`src/logic/sbm_pkg.sv`:
```
// shared constants and types for the system bus master controller
`default_nettype none
package sbm_pkg;
  // clock period of the controller
  localparam int unsigned CLK_PERIOD_PS = 50000;
  // nominal bus clock, only for reference; neither the logic nor the bench uses it
  localparam int unsigned BUS_CLK_PERIOD_PS = 101725;
  // widths of the bus
  localparam int unsigned ADDR_W = 16;
  localparam int unsigned DATA_W = 8;
  // least spacing of command starts: 5 million bytes per second
  localparam int unsigned BYTE_PERIOD_PS = 200000;
  localparam int unsigned BYTE_CYCLES =
    (BYTE_PERIOD_PS + CLK_PERIOD_PS - 1) / CLK_PERIOD_PS;
  // address and data settle time before a command
  localparam int unsigned ADDR_SETUP_PS = 50000;
  localparam int unsigned SETUP_CYCLES =
    (ADDR_SETUP_PS + CLK_PERIOD_PS - 1) / CLK_PERIOD_PS;
  localparam int unsigned CNT_W = 4;
  localparam logic [CNT_W-1:0] BYTE_CNT = CNT_W'(BYTE_CYCLES - 1);
  localparam logic [CNT_W-1:0] SETUP_CNT = CNT_W'(SETUP_CYCLES);
  // reset values
  localparam logic [ADDR_W-1:0] ADDR_IDLE = 16'hffff;
  localparam logic [DATA_W-1:0] DATA_IDLE = 8'hff;

  typedef enum logic [1:0] {
    SBM_MEM_RD,
    SBM_MEM_WR,
    SBM_IO_RD,
    SBM_IO_WR
  } sbm_cmd_t;
endpackage
`default_nettype wire

```
`src/logic/sbm_sync_if.sv`:
```
// synchronised bus inputs passed from the synchroniser to the controller
`timescale 1ns/100ps
`default_nettype none
interface sbm_sync_if;
  logic bclk_n;
  logic init_n;
  logic granted_n;
  logic xack_n;
  logic aack_n;
  logic [7:0] dat_n;
  modport syncer (output bclk_n, init_n, granted_n, xack_n, aack_n, dat_n);
  modport ctrl (input bclk_n, init_n, granted_n, xack_n, aack_n, dat_n);
endinterface
`default_nettype wire

```
`src/logic/sbm_sync.sv`:
```
// two-flop synchronisers for every bus pin the controller reads
`timescale 1ns/100ps
`default_nettype none
module sbm_sync
  import sbm_pkg::*;
#(
  parameter int unsigned WIDTH = 13
) (
  // clock and reset
  input wire logic clk,
  input wire logic rst_n,
  // raw pins
  input wire logic bclk_n,
  input wire logic init_n,
  input wire logic granted_n,
  input wire logic xack_n,
  input wire logic aack_n,
  input wire logic [sbm_pkg::DATA_W-1:0] dat_n,
  // synchronised copies
  sbm_sync_if.syncer sy
);
  import sbm_pkg::*;
  logic [WIDTH-1:0] meta_reg;
  logic [WIDTH-1:0] sync_reg;
  wire [WIDTH-1:0] raw = {bclk_n, init_n, granted_n, xack_n, aack_n, dat_n};

  // pins idle high, so reset to the inactive level
  always_ff @(posedge clk) begin
    if (!rst_n) begin
      meta_reg <= '1;
      sync_reg <= '1;
    end else begin
      meta_reg <= raw;
      sync_reg <= meta_reg;
    end
  end

  assign sy.bclk_n = sync_reg[12];
  assign sy.init_n = sync_reg[11];
  assign sy.granted_n = sync_reg[10];
  assign sy.xack_n = sync_reg[9];
  assign sy.aack_n = sync_reg[8];
  assign sy.dat_n = sync_reg[7:0];
endmodule
`default_nettype wire

```
`src/logic/sbm_master.sv`:
```
// external bus master: takes the bus from the board and runs transfers
`timescale 1ns/100ps
`default_nettype none
module sbm_master
  import sbm_pkg::*;
(
  // clock and reset
  input wire logic clk,
  input wire logic rst_n,
  // user request
  input wire logic req_valid,
  input wire sbm_pkg::sbm_cmd_t req_cmd,
  input wire logic [sbm_pkg::ADDR_W-1:0] req_addr,
  input wire logic [sbm_pkg::DATA_W-1:0] req_wdata,
  input wire logic req_last,
  output logic req_ready,
  // user answer
  output logic rsp_valid,
  output logic [sbm_pkg::DATA_W-1:0] rsp_rdata,
  output logic bus_owned,
  // bus inputs from the board and slaves
  input wire logic bclk_n,
  input wire logic init_n,
  input wire logic takeover_granted_n,
  input wire logic xack_n,
  input wire logic aack_n,
  input wire logic [sbm_pkg::DATA_W-1:0] dat_n_i,
  // bus outputs
  output logic hold_n,
  output logic [sbm_pkg::ADDR_W-1:0] adr_n_o,
  output logic adr_oe,
  output logic [sbm_pkg::DATA_W-1:0] dat_n_o,
  output logic dat_oe,
  output logic mrdc_n,
  output logic mwtc_n,
  output logic iorc_n,
  output logic iowc_n,
  output logic cmd_oe
);
  import sbm_pkg::*;

  typedef enum logic [2:0] {S_IDLE, S_REQ, S_OWN, S_SETUP, S_CMD, S_DONE} sbm_state_t;

  sbm_sync_if sy ();

  sbm_sync #(.WIDTH(13)) u_sync (
    .clk(clk),
    .rst_n(rst_n),
    .bclk_n(bclk_n),
    .init_n(init_n),
    .granted_n(takeover_granted_n),
    .xack_n(xack_n),
    .aack_n(aack_n),
    .dat_n(dat_n_i),
    .sy(sy)
  );

  ////////////////////////////////////////////////////////////////////////////
  // state
  sbm_state_t state_reg, state_next;
  sbm_cmd_t cmd_reg;
  logic last_reg;
  logic bclk_d_reg;
  logic [CNT_W-1:0] setup_reg;
  logic [CNT_W-1:0] gap_reg;
  logic [ADDR_W-1:0] adr_n_reg;
  logic [DATA_W-1:0] dat_n_reg;
  logic [DATA_W-1:0] rdata_reg;
  logic [3:0] cmd_n_reg;
  logic hold_n_reg, adr_oe_reg, dat_oe_reg, rsp_reg, ready_reg;

  function automatic logic is_write(input sbm_cmd_t c);
    return (c == SBM_MEM_WR) || (c == SBM_IO_WR);
  endfunction

  // bus inactive level is high, so a low strobe is the active one
  function automatic logic [3:0] cmd_lines_n(input sbm_cmd_t c);
    logic [3:0] v;
    v = 4'hf;
    v[c] = 1'b0;
    return v;
  endfunction

  ////////////////////////////////////////////////////////////////////////////
  // decode
  wire init_hit = !sy.init_n;
  // the board's bus clock rising edge (pin falling, active low)
  wire bclk_edge = bclk_d_reg && !sy.bclk_n;
  wire granted = !sy.granted_n;
  wire accept = req_valid && ready_reg;
  // a kept bus takes the new command on the same edge as setup starts
  wire next_write = accept ? is_write(req_cmd) : is_write(cmd_reg);
  // memory reads may close on the early acknowledge as well
  wire ack = !sy.xack_n || (cmd_reg == SBM_MEM_RD && !sy.aack_n);
  wire cmd_start = (state_reg == S_SETUP) && (setup_reg == '0) && (gap_reg == '0);
  wire cmd_active = (cmd_n_reg != 4'hf);

  always_comb begin
    state_next = state_reg;
    unique case (state_reg)
      S_IDLE: if (accept) state_next = S_REQ;
      // takeover only when the board says the bus is ours
      S_REQ: if (granted && !hold_n_reg) state_next = S_SETUP;
      S_OWN: if (accept) state_next = S_SETUP;
      S_SETUP: if (cmd_start) state_next = S_CMD;
      S_CMD: if (ack) state_next = S_DONE;
      S_DONE: state_next = last_reg ? S_IDLE : S_OWN;
      default: state_next = S_IDLE;
    endcase
    if (init_hit) state_next = S_IDLE;
  end

  ////////////////////////////////////////////////////////////////////////////
  // sequencing
  always_ff @(posedge clk) begin
    if (!rst_n) begin
      state_reg <= S_IDLE;
      bclk_d_reg <= 1'b1;
      ready_reg <= 1'b0;
    end else begin
      state_reg <= state_next;
      bclk_d_reg <= sy.bclk_n;
      ready_reg <= (state_next == S_IDLE || state_next == S_OWN) && !accept && !init_hit;
    end
  end

  always_ff @(posedge clk) begin
    if (!rst_n || init_hit) begin
      cmd_reg <= SBM_MEM_RD;
      last_reg <= 1'b1;
      adr_n_reg <= ADDR_IDLE;
      dat_n_reg <= DATA_IDLE;
    end else if (accept) begin
      cmd_reg <= req_cmd;
      last_reg <= req_last;
      adr_n_reg <= ~req_addr;
      dat_n_reg <= ~req_wdata;
    end
  end

  // the hold request is raised on a bus clock edge and dropped after the last byte
  always_ff @(posedge clk) begin
    if (!rst_n || init_hit) begin
      hold_n_reg <= 1'b1;
    end else if (state_reg == S_REQ && bclk_edge) begin
      hold_n_reg <= 1'b0;
    end else if (state_reg == S_DONE && last_reg) begin
      hold_n_reg <= 1'b1;
    end
  end

  // counters: settle time before a command, and byte rate spacing
  always_ff @(posedge clk) begin
    if (!rst_n || init_hit) begin
      setup_reg <= SETUP_CNT;
      gap_reg <= '0;
    end else begin
      setup_reg <= (state_next == S_SETUP && state_reg != S_SETUP) ? SETUP_CNT :
                   (setup_reg != '0 ? setup_reg - 1'b1 : setup_reg);
      gap_reg <= cmd_start ? BYTE_CNT : (gap_reg != '0 ? gap_reg - 1'b1 : gap_reg);
    end
  end

  // drivers stay on from setup until the command is released
  always_ff @(posedge clk) begin
    if (!rst_n || init_hit) begin
      adr_oe_reg <= 1'b0;
      dat_oe_reg <= 1'b0;
      cmd_n_reg <= 4'hf;
    end else begin
      adr_oe_reg <= (state_next == S_SETUP) || (state_next == S_CMD);
      dat_oe_reg <= ((state_next == S_SETUP) || (state_next == S_CMD)) && next_write;
      if (cmd_start) begin
        cmd_n_reg <= cmd_lines_n(cmd_reg);
      end else if (state_reg == S_CMD && ack) begin
        cmd_n_reg <= 4'hf;
      end
    end
  end

  always_ff @(posedge clk) begin
    if (!rst_n || init_hit) begin
      rsp_reg <= 1'b0;
      rdata_reg <= '0;
    end else begin
      rsp_reg <= (state_reg == S_CMD) && ack;
      if (state_reg == S_CMD && ack && !is_write(cmd_reg)) begin
        rdata_reg <= ~sy.dat_n;
      end
    end
  end

  ////////////////////////////////////////////////////////////////////////////
  // outputs
  assign req_ready = ready_reg;
  assign rsp_valid = rsp_reg;
  assign rsp_rdata = rdata_reg;
  assign bus_owned = !hold_n_reg;
  assign hold_n = hold_n_reg;
  assign adr_n_o = adr_n_reg;
  assign adr_oe = adr_oe_reg;
  assign dat_n_o = dat_n_reg;
  assign dat_oe = dat_oe_reg;
  assign mrdc_n = cmd_n_reg[SBM_MEM_RD];
  assign mwtc_n = cmd_n_reg[SBM_MEM_WR];
  assign iorc_n = cmd_n_reg[SBM_IO_RD];
  assign iowc_n = cmd_n_reg[SBM_IO_WR];
  assign cmd_oe = adr_oe_reg;
endmodule
`default_nettype wire

```
`config.mk`:
```
export PLATFORM = sky130hd
export DESIGN_NAME = sbm_master
export DESIGN_NICKNAME = d
export VERILOG_FILES = /design/src/logic/sbm_pkg.sv /design/src/logic/sbm_sync_if.sv /design/src/logic/sbm_sync.sv /design/src/logic/sbm_master.sv
export SDC_FILE = /design/constraint.sdc
export NUM_CORES = 1
export LEC_CHECK = 0
export ABC_AREA = 0
export BUFFER_PORTS_ARGS = -buffer_cell sky130_fd_sc_hd__clkbuf_2
export CORE_MARGIN = 2
export CORE_UTILIZATION = 40
export DETAILED_ROUTE_END_ITERATION = 12
export PLACE_DENSITY = 0.68
export SETUP_SLACK_MARGIN = 0.5
export SYNTH_ARGS = -nofsm -noshare
export SYNTH_HDL_FRONTEND = slang
export SYNTH_SLANG_ARGS = --single-unit
```
`constraint.sdc`:
```
create_clock -name clk -period 3.2 [get_ports clk]
set_input_delay 0.32 -clock clk [delete_from_list [all_inputs] [get_ports clk]]
set_output_delay 0.32 -clock clk [all_outputs]
set_load 0.005 [all_outputs]
```
# == Word-level counts from Yosys, hierarchy flattened ==
# Cells that the tools add are included.
# word_totals
mem_count,0
latch_bits,0
romBits,0
regBits,82
mem_bits_rw,0
out_inout_bits,43
inputBits,43
# classes
mux,17
n_div,0
n_bitwise,4
order_cmp,2
eq_ne,13
shifts,0
reduce_logical,42
n_addsub,2
multipliers,0
# ops
operator,n
$mux 3,6
$pmux 3 s6,1
$not 16->16,1
$not 8->8,2
$logic_and 1x1->1,15
$eq 3x2->1 const B,4
$eq 3x3->1 const B,3
$logic_not 1->1,9
$logic_not 4->1,2
$mux 4,2
$reduce_bool 4->1,2
$sub 4x1->4 const B,2
$logic_not 3->1,2
$logic_or 1x1->1,6
$mux 2,3
$reduce_bool 2->1,3
$eq 2x1->1 const B,2
$eq 2x2->1 const B,2
$mux 1,4
$not 4->4,1
$reduce_or 2->1,2
$eq 3x1->1 const B,1
$lt 2x3->1 const B,1
$ne 3x2->1 const B,1
other kinds (3),3

# == Depth between registers and ports, before layout ==
# Gate-level depths: netlist (run 1).
# logic_depth
ltp_word,10
mapped_depth,6
depth_no_buf,6

# == Hierarchy ==
# Synthesis (run 1) repeated with hierarchy kept, for this count alone.
# hier_totals
hier_cells,289
area_unflattened_um2,2949.1
# by_module_without_submodules
mod,cells_per_inst,area_per_inst_um2,instances
sbm_master,235,2249.7,1
sbm_sync,54,699.4,1

# == Worst setup path after synthesis (run 1) ==
# Ideal clock, no wire load.
# synth_path
path_type,register to register
startpoint,reg setup_reg[0]
endpoint,reg cmd_n_reg[1]
required_ns,3.069
setup_time_ns,0.131
arrival_time_ns,1.632
setup_slack_ns,1.436
synth_period_minus_slack_ns,1.764
path_buffers,0
stages_incl_launch_ff,7
path_cell_list,dfxtp_1 -> inv_1 -> ha_1 -> or3b_4 -> or3_1 -> nor3b_1 -> o21ai_1
# synth_via
elab_chain_cells,4
elab_cells_between_ends,5
cone_classes,mux: 1; reduce/logical: 4
# synth_lines
item,line_no,rtl
"start, declared",sbm_master.sv:64,logic [CNT_W-1:0] setup_reg;
"start signal, assigned",sbm_master.sv:158,setup_reg <= (state_next == S_SETUP && state_reg != S_SETUP) ? SETUP_CNT :
$logic_not 4->1 *,sbm_master.sv:95,wire cmd_start = (state_reg == S_SETUP) && (setup_reg == '0) && (gap_reg == '0);
$logic_and 1x1->1 * (2 in series),sbm_master.sv:95,
$mux 4 / $reduce_bool 2->1 (equally long branches),-,
"end signal, assigned",sbm_master.sv:174,cmd_n_reg <= cmd_lines_n(cmd_reg);
"end, declared",sbm_master.sv:69,logic [3:0] cmd_n_reg;
# Every way passes the cells marked *; elsewhere a longest branch is shown, timed or not.
# A chain may end at the register's enable or synchronous reset.

# == Final worst setup path (run 1) ==
# layout_path
startpoint,reg setup_reg[0]
endpoint,reg adr_oe_reg (netlist: adr_oe)
# layout_via
elab_chain_cells,8
elab_cells_between_ends,9
cone_classes,eq/ne: 2; mux: 3; reduce/logical: 4
# layout_lines
item,line_no,rtl
$logic_not 4->1 *,sbm_master.sv:95,
$logic_and 1x1->1 * (2 in series),sbm_master.sv:95,
$mux 3 *,sbm_master.sv:105,S_SETUP: if (cmd_start) state_next = S_CMD;
$pmux 3 s6 *,sbm_master.sv:100,unique case (state_reg)
$mux 3 *,sbm_master.sv:110,if (init_hit) state_next = S_IDLE;
$eq 3x2->1 / $eq 3x3->1 (equally long branches),sbm_master.sv:171,adr_oe_reg <= (state_next == S_SETUP) || (state_next == S_CMD);
$logic_or 1x1->1 *,sbm_master.sv:171,
"end signal, assigned",sbm_master.sv:171,
"end, declared",sbm_master.sv:70,"logic hold_n_reg, adr_oe_reg, dat_oe_reg, rsp_reg, ready_reg;"
# Marks and branches as above.

==> results of run 1 <==
critical path: cells and delay by family (launching register included):
kind / cells / cell delay (ns)
AND/OR/NAND/NOR: 2 / 1.03
flip-flops: 1 / 0.31
buffers and inverters: 1 / 0.11
adder cells (fa/ha/maj): 1 / 0.21
AO/OA/AOI/OAI: 1 / 0.20
multiplexers: 1 / 0.25
through the flow:
step	worst slack, ns	hold slack [ns]	cells
floorplan	1.436	0.3863	291
global placement	1.218	0.3921	461
detailed placement	1.134	0.3909	461
CTS	1.094	0.1269	477
global route	0.8861	0.1286	477
finish	1.006	0.1485	477
cell usage after synthesis, types with 3 or more instances:
| master | n | area, um2 |
|---|---|---|
| a21oi_1 | 7 | 35.03 |
| o211ai_1 | 26 | 195.2 |
| nand2b_1 | 30 | 187.7 |
| a211oi_1 | 11 | 82.58 |
| dfxtp_1 | 82 | 1642 |
| nand3_1 | 3 | 15.01 |
| inv_1 | 9 | 33.78 |
| ha_1 | 4 | 50.05 |
| xnor2_1 | 3 | 26.28 |
| nor3_1 | 11 | 55.05 |
| or3_1 | 4 | 25.02 |
| nor2_1 | 17 | 63.81 |
| o21ai_0 | 5 | 25.02 |
| nor3b_1 | 4 | 30.03 |
| nand2_1 | 32 | 120.1 |
| clkbuf_1 | 13 | 48.80 |
where the power goes:
part	leakage (uW)	switching (uW)	internal, uW	total (uW)
sequential	0.000673	71.7	1130	1200
clock	0.000106	374	444	818
combinational	0.000842	277	227	504
layer usage:
metal / share of wire (%) / routed length [um] / track usage, %
met5: 0 / 0 / 0
met4: 1.1 / 65 / 7.598
met3: 4.8 / 274 / 4.894
met2: 50 / 2859 / 25.19
met1: 45 / 2569 / 19.02
layout make-up:
| class | count | share of cell area [%] |
|---|---|---|
| multi-input combinational | 184 | 31.90 |
| timing repair buffer | 87 | 12.17 |
| clock inverter | 7 | 2.800 |
| sequential | 82 | 45.35 |
| tap | 99 | 3.422 |
| inverter | 9 | 0.9333 |
| clock buffer | 9 | 3.422 |
logic make-up after synthesis:
family	synth area share, %
AND/OR/NAND/NOR	21.20
flip-flops	56.43
AO/OA/AOI/OAI	15.18
buffers and inverters	3.871
adder cells (fa/ha/maj)	1.720
XOR/XNOR	0.9034
multiplexers	0.6882
worst min path at each step:
stage | start | endpoint | slack, ns | cells past startpoint
floorplan | u_sync.meta_reg[0] | u_sync.sync_reg[0] | 0.39 | 1
global placement | u_sync.meta_reg[7] | u_sync.sync_reg[7] | 0.39 | 1
detailed placement | u_sync.meta_reg[8] | u_sync.sync_reg[8] | 0.39 | 1
CTS | dat_n_i[7] | u_sync.meta_reg[7] | 0.13 | 2
global route | dat_n_i[0] | u_sync.meta_reg[0] | 0.13 | 2
finish | dat_n_i[7] | u_sync.meta_reg[7] | 0.15 | 2
==> metrics.cfg, run 1 <==
[synth]
synth-seq-area-share_pct = 56.43
synth_ff_type = dfxtp_1
yosysWarnings = 0
syn_nets = 338
synth_edf_count = 0
syn_inst = 291
synth.avg_cell_area_um2 = 9.997
ys_ff_latch = 82
syn-cell-area_um2 = 2909
ys_types = 39
async_reset_ff_share_pct = 0

[final_layout]
synthToLayoutAreaGrowth_pct = 24.43
nets = 420
ff_latch_area_um2 = 1642
mostFrequentLayoutCell = clkbuf_2
multiInputGateArea_um2 = 1155
largest_reg_flops = 16
drive_gt1_share_pct = 29.63
layout_common_cells = 85 x clkbuf_2, 82 x dfxtp_1, 32 x nand2_1
final_util_pct = 50.72
num-fill-cells = 700
diodes = 0
final_area_um2 = 3620

[timing]
rsz0062_at_grt = no
period_needed_ns = 2.194
fin_tns_setup_ns = 0
period_share_pct = 68.58
fin_skew_ns = 0.01081
fmax_mhz = 455.7
slew_headroom_pct = 57.85
worst_slew_pin_slew_ns = 0.6309
finalMaxSlewViolations = 0
setup_viol = 0
hold_viol_final = 0

[power]
p_per_area_nw_per_um2 = 696.4
finalPower_uw = 2521
ir_drop_mv = 0.2286
p_leak_uw = 0.001621

[job]
drv_cap = 0

[clock_tree]
cts.clk_slew.worst_paths_ns = 0.08
cts_root_buffer = clkbuf_8
cts_resized = 0
cts_setup_buffers = 0
holdBufCountCts = 0
clock_path_buffers = 2
cts_sinks = 82
clkLatencyLatePin_ns = 0.35
numCtsBuffers = 9
cts_tree = built
h-tree-depth = 3

[grt]
grt_pass1_wl_um = 9446
grt_pass1_vias = 2083
grt_usage_pct = 15.66
grt_start_max_net_pins = 52
grt_overflow_total = 0
grt_antenna_before_repair = 0

[critical_path]
critical_path.endpoint = adr_oe
worst-r2r-setup-slack_ns = 1.01
cp_slowest_stage_delay_ns = 0.55
startpoint_type = flop
r2r_cells = 6
cp_max_fo = 4
worstSetupStartpoint = setup_reg[0]
path_class = reg2reg
end_kind = flop
regToRegEndpoint = adr_oe
cp_slowest_cell = nor3b_1
crit_arrival_ns = 2.46
cp.required_ns = 3.47
worstReg2RegStart = setup_reg[0]
path_cells = inv_1 -> ha_1 -> nor3b_1 -> a211oi_1 -> nor3_1 -> mux2i_1

[die]
ioPinCount = 86
die_h_um = 89.28
dieArea_um2 = 7971
core-area_um2 = 7137
die_w_um = 89.28
initial_utilization_pct = 40.76
num_rows = 31

[route]
drc = 0
vias = 2228
viasPerCell = 4.671
wl_um = 5768
firstDrtPassIters = 4
ant_nets = 0
wire_per_inst_um = 12.09
drtIter0Drc = 138

[placed_design]
dpl_cell_area_um2 = 3395
hpwl_um = 4146
portBuffers = 85
place_congestion = 0.8559

[min_path]
hold_path_class = in2reg

[outcome]
status = finished, final reports clean

(Power assumes the default switching activity.)
==> inputs of run 2 (changes only) <==
Clock period 3.2 ns to 2.1 ns, I/O delays scaled along.
==> metrics.cfg, run 2 (synthesis gave the netlist of run 1 again) <==
[die]
core-area_um2 = 7137  ; unchanged
die_h_um = 89.28  ; unchanged
dieArea_um2 = 7971  ; unchanged
die_w_um = 89.28  ; unchanged
initial_utilization_pct = 40.76  ; unchanged
ioPinCount = 86  ; unchanged
num_rows = 31  ; unchanged

[min_path]
min-delay-start = dat_n_i[4]
min_to = u_sync.meta_reg[4]
hold_path_depth = 2  ; unchanged
hold_path_class = in2reg

[power]
p_leak_uw = 0.001713  ; +5.7%
intPower_uw = 2817  ; +57%
switchingPower_uw = 1202  ; +66%
p_clk_share_pct = 28.1  ; -4.3 points
netSwitchingFraction_pct = 29.90  ; +1.2 points
seqPwrFrac_pct = 45.9  ; -1.6 points
finalPower_uw = 4019  ; +59%
p_comb_share_pct = 26.0  ; +6.0 points
ir_drop_mv = 0.4097  ; +79%
p_per_area_nw_per_um2 = 1051  ; +51%

[route]
wl_um = 6047  ; +4.8%
wl_met2_um = 2967  ; +3.8%
wire_per_inst_um = 12.22  ; +1.0%
drt-met1-wl_um = 2740  ; +6.7%
firstDrtPassIters = 4  ; unchanged
topRoutingLayerUsed = met4
wl_met3_um = 256  ; -6.6%
viasPerCell = 4.681  ; +0.21%
ant_nets = 0  ; unchanged
drc = 0  ; unchanged
vias = 2317  ; +4.0%
drtIter0Drc = 98  ; -29%

[timing]
setup_viol = 0  ; unchanged
fmax_mhz = 570.0  ; +25%
period_share_pct = 83.54  ; +15 points
rsz0062_at_grt = yes
worst_slew_pin_slew_ns = 0.4517  ; -0.1792 ns
fin_skew_ns = 0.006203  ; -0.004611 ns
hold_viol_final = 0  ; unchanged
finalMaxSlewViolations = 0  ; unchanged
fin_tns_setup_ns = 0  ; unchanged
period_needed_ns = 1.754  ; -0.4402 ns
slew_headroom_pct = 69.89  ; +12 points

[clock_tree]
cts_tree = built
clock_path_buffers = 2  ; unchanged
numCtsBuffers = 9  ; unchanged
cts_sinks = 82  ; unchanged
h-tree-depth = 3  ; unchanged
holdBufCountCts = 0  ; unchanged
clkLatencyLatePin_ns = 0.34  ; about the same
cts_root_buffer = clkbuf_8
cts.clk_slew.worst_paths_ns = 0.09  ; about the same

[final_layout]
largest_reg_flops = 16  ; unchanged
mostFrequentLayoutCell = clkbuf_2
drive_gt1_share_pct = 37.88  ; +8.2 points
synthToLayoutAreaGrowth_pct = 31.48
layout_common_cells = 85 x clkbuf_2, 78 x dfxtp_1, 32 x nand2_1
diodes = 0  ; unchanged
nets = 438  ; +4.3%

[grt]
grt_usage_pct = 15.77  ; +0.11 points
grt_antenna_before_repair = 0  ; unchanged
grt_pass1_wl_um = 9666  ; +2.3%
grt_pass1_vias = 2122  ; +1.9%
grt_overflow_total = 0  ; unchanged
grt_start_max_net_pins = 52  ; unchanged

[critical_path]
startpoint_type = flop
worstSetupStartpoint = gap_reg[1]
r2r_cells = 6  ; unchanged
worstReg2RegStart = gap_reg[1]
cp.required_ns = 2.32  ; -1.15 ns
crit_arrival_ns = 1.97  ; -0.49 ns
path_class = reg2reg
regToRegEndpoint = cmd_n_reg[0]
end_kind = flop
worst-r2r-setup-slack_ns = 0.35  ; -0.66 ns
cp_max_fo = 3  ; -1

[placed_design]
hpwl_um = 4155  ; +0.22%
portBuffers = 85  ; unchanged
place_congestion = 0.7898  ; -7.7%

[outcome]
status = finished, final reports clean

[job]
drv_cap = 0  ; unchanged

## run 2: changes by cell type in the layout (fill, tap and decap cells not counted), moves of 4 or more
cell	change
buf_4	+15
dfxtp_1	-4
dfxtp_2	+4
inv_1	-4
inv_2	+4
## run 2: what timing repair did
item / 4_1_cts / 5_1_grt
cloned: 0 / 1
resized for setup: 8 / 6
pin swaps: 6 / 4
setup buffers: 7 / 5
setup endpoints to repair: 9 / 17
## run 2: worst max path at each step
| stage | to | slack (ns) | cells after the start |
|---|---|---|---|
| after detailed placement | cmd_n_reg[0] | 0.33 | 6 |
| after global placement | cmd_n_reg[2] | 0.41 | 6 |
| after floorplan | cmd_n_reg[2] | 0.44 | 6 |
| after CTS | cmd_n_reg[2] | 0.39 | 6 |
| final | cmd_n_reg[0] | 0.35 | 6 |
| after global routing | cmd_n_reg[2] | 0.28 | 6 |
## run 2: power by group through the flow
stage | sequential [uW] | combinational (uW) | clock (uW)
after floorplan | 1860 | 610 | 0
after global placement | 1860 | 818 | 0
after detailed placement | 1870 | 841 | 0
after CTS | 1840 | 929 | 1160
after global routing | 1870 | 1180 | 1230
final | 1850 | 1050 | 1130
## run 2: cell type report
class / count / area (um2)
Sequential cell: 82 / 1647
Tap cell: 99 / 123.9
Fill cell: 713 / 3312
Clock buffer: 9 / 123.9
Timing Repair Buffer: 105 / 580.6
Multi-Input combinational cell: 184 / 1239
Clock inverter: 7 / 77.57
Inverter: 9 / 33.78
## run 2: per-stage QoR
step	hold slack (ns)	instances	setup slack, ns	instance area, um2	util (%)
final	0.03881	495	0.3458	3825	53.59
after global routing	0.01731	495	0.2807	3825	53.59
after CTS	0.02224	489	0.3870	3760	52.68
after detailed placement	0.3909	466	0.3342	3482	48.79
after global placement	0.3917	466	0.4090	3482	48.79
after floorplan	0.3115	291	0.4407	2959	-
## run 2: critical path, stage by stage, from the launching register on
cell	delay (ns)
dfxtp_2	0.34
inv_2	0.07
ha_4	0.13
or3b_4	0.40
or3_4	0.42
nor3_2	0.18
o21ai_1	0.08
## run 2: routing by layer
metal  vias up  GRT usage, %
met1      1049         20.07
li1       1206             -
met4         0         6.106
met3        10         4.247
met2        52         25.59
met5         -             0
==> inputs of run 3 (changes only) <==
Clock period 2.1 ns to 1.8 ns, I/O delays scaled along.
==> metrics.cfg, run 3 (synthesis gave the netlist of run 1 again) <==
[outcome]
status = finished, final reports clean

[die]
die_w_um = 89.28  ; unchanged
die_h_um = 89.28  ; unchanged
initial_utilization_pct = 40.76  ; unchanged
num_rows = 31  ; unchanged
ioPinCount = 86  ; unchanged
core-area_um2 = 7137  ; unchanged
dieArea_um2 = 7971  ; unchanged

[min_path]
hold_path_depth = 2  ; unchanged
min-delay-start = takeover_granted_n
hold_path_class = in2reg
min_to = u_sync.meta_reg[10]

[clock_tree]
cts.clk_slew.worst_paths_ns = 0.08  ; about the same
numCtsBuffers = 9  ; unchanged
h-tree-depth = 3  ; unchanged
cts_tree = built
clock_path_buffers = 2  ; unchanged
clkLatencyLatePin_ns = 0.34  ; about the same
cts_sinks = 82  ; unchanged
cts_root_buffer = clkbuf_8

[route]
wire_per_inst_um = 13.37  ; +9.4%
wl_um = 6819  ; +13%
viasPerCell = 4.806  ; +2.7%
ant_nets = 0  ; unchanged
firstDrtPassIters = 4  ; unchanged
drtIter0Drc = 94  ; -4.1%
vias = 2451  ; +5.8%
drc = 0  ; unchanged

[placed_design]
place_congestion = 0.8013  ; +1.5%
pre_cts_ws_ns = 0.05228  ; -0.2819 ns
hpwl_um = 4317  ; +3.9%
dpl_cell_area_um2 = 3548  ; +1.9%
portBuffers = 85  ; unchanged

[power]
p_per_area_nw_per_um2 = 1249  ; +19%
ir_drop_mv = 0.4487  ; +9.5%
p_leak_uw = 0.001866  ; +8.9%

[critical_path]
worstReg2RegStart = gap_reg[1]
startpoint_type = flop
worstSetupStartpoint = gap_reg[1]
end_kind = flop
worst-r2r-setup-slack_ns = 0.06  ; -0.28 ns
path_class = reg2reg
cp_slowest_cell = or3_4
crit_arrival_ns = 1.96  ; about the same
cp.required_ns = 2.02  ; -0.30 ns
regToRegEndpoint = cmd_n_reg[2]
cp_slowest_stage_delay_ns = 0.43  ; about the same
cp_max_fo = 3  ; unchanged
r2r_cells = 6  ; unchanged
path_cells = inv_2 -> ha_4 -> or3b_4 -> or3_4 -> nor3b_2 -> o21ai_1

[timing]
finalMaxSlewViolations = 0  ; unchanged
period_needed_ns = 1.739  ; -0.01513 ns
hold_viol_final = 0  ; unchanged
worst_slew_pin_slew_ns = 0.4385  ; -0.01312 ns
fmax_mhz = 575.0  ; +0.87%
rsz0062_at_grt = yes
setup_viol = 0  ; unchanged
period_share_pct = 96.62  ; +13 points
fin_skew_ns = 0.01186  ; +0.005661 ns
fin_tns_setup_ns = 0  ; unchanged
slew_headroom_pct = 70.50  ; +0.61 points
layout_setup_ws_ns = 0.06089  ; -0.2849 ns

[final_layout]
diodes = 0  ; unchanged
synthToLayoutAreaGrowth_pct = 43.57
mostFrequentLayoutCell = clkbuf_2
nets = 453  ; +3.4%
final_area_um2 = 4177  ; +9.2%
drive_gt1_share_pct = 45.26  ; +7.4 points
final_util_pct = 58.52  ; +4.9 points
largest_reg_flops = 16  ; unchanged
num-fill-cells = 645  ; -9.5%
layout_common_cells = 85 x clkbuf_2, 73 x dfxtp_1, 32 x nand2_1

[grt]
grt_pass1_wl_um = 10270  ; +6.3%
grt_antenna_before_repair = 0  ; unchanged
grt_start_max_net_pins = 52  ; unchanged
grt_usage_pct = 16.95  ; +1.2 points
grt_overflow_total = 0  ; unchanged
grt_pass1_vias = 2212  ; +4.2%

[job]
drv_cap = 0  ; unchanged

==> run 3: worst max path at each step <==
stage,end,cells past startpoint
after floorplan,cmd_n_reg[2],6
after global placement,cmd_n_reg[2],6
after detailed placement,cmd_n_reg[2],6
after CTS,cmd_n_reg[2],6
after global routing,cmd_n_reg[2],6
final,cmd_n_reg[2],6
==> run 3: final cells by class <==
cell class / count / area, um2 / share of cell area [%]
timing repair buffer: 120 / 773.2 / 18.51
inverter: 9 / 33.78 / 0.8089
clock inverter: 4 / 98.84 / 2.367
tap: 99 / 123.9 / 2.966
sequential: 82 / 1660 / 39.75
clock buffer: 12 / 145.1 / 3.475
multi-input combinational: 184 / 1341 / 32.12
==> run 3: what timing repair did <==
item                                    CTS  global route
resized for setup                        27            12
gates cloned                              1             0
buffers inserted                         17             9
pin swaps                                15            13
endpoints found under the setup margin   24            43
hold buffers                              1             0
endpoints found under the hold margin     1             0
==> run 3: through the flow <==
stage / power, uW / hold slack, ns / std cells
after floorplan: 2902 / 0.2815 / 291
after global placement: 3171 / 0.3601 / 466
after detailed placement: 3226 / 0.3628 / 466
after CTS: 5086 / 0.0005970 / 501
after global routing: 5499 / 0.008270 / 510
final: 5218 / 0.01771 / 510
==> run 3: metal layers <==
layer | global-route usage [%] | vias up | wire length, um
met3 | 3.139 | 12 | 231
li1 | - | 1251 | -
met5 | 0 | - | 0
met2 | 28.01 | 54 | 3604
met4 | 8.412 | 0 | 114
met1 | 21.22 | 1134 | 2869
==> run 3: power by group <==
| part | switching, uW | internal [uW] |
|---|---|---|
| clock | 622 | 964 |
| combinational | 690 | 781 |
| sequential | 148 | 2010 |
==> run 3: critical path, delay by kind of cell, from the launching register on <==
family,cells,cell delay (ns)
adders and majority gates,1,0.13
buffers and inverters,1,0.08
AOI/OAI and AO/OA,1,0.08
DFF,1,0.33
and+or+nand+nor,3,1.00
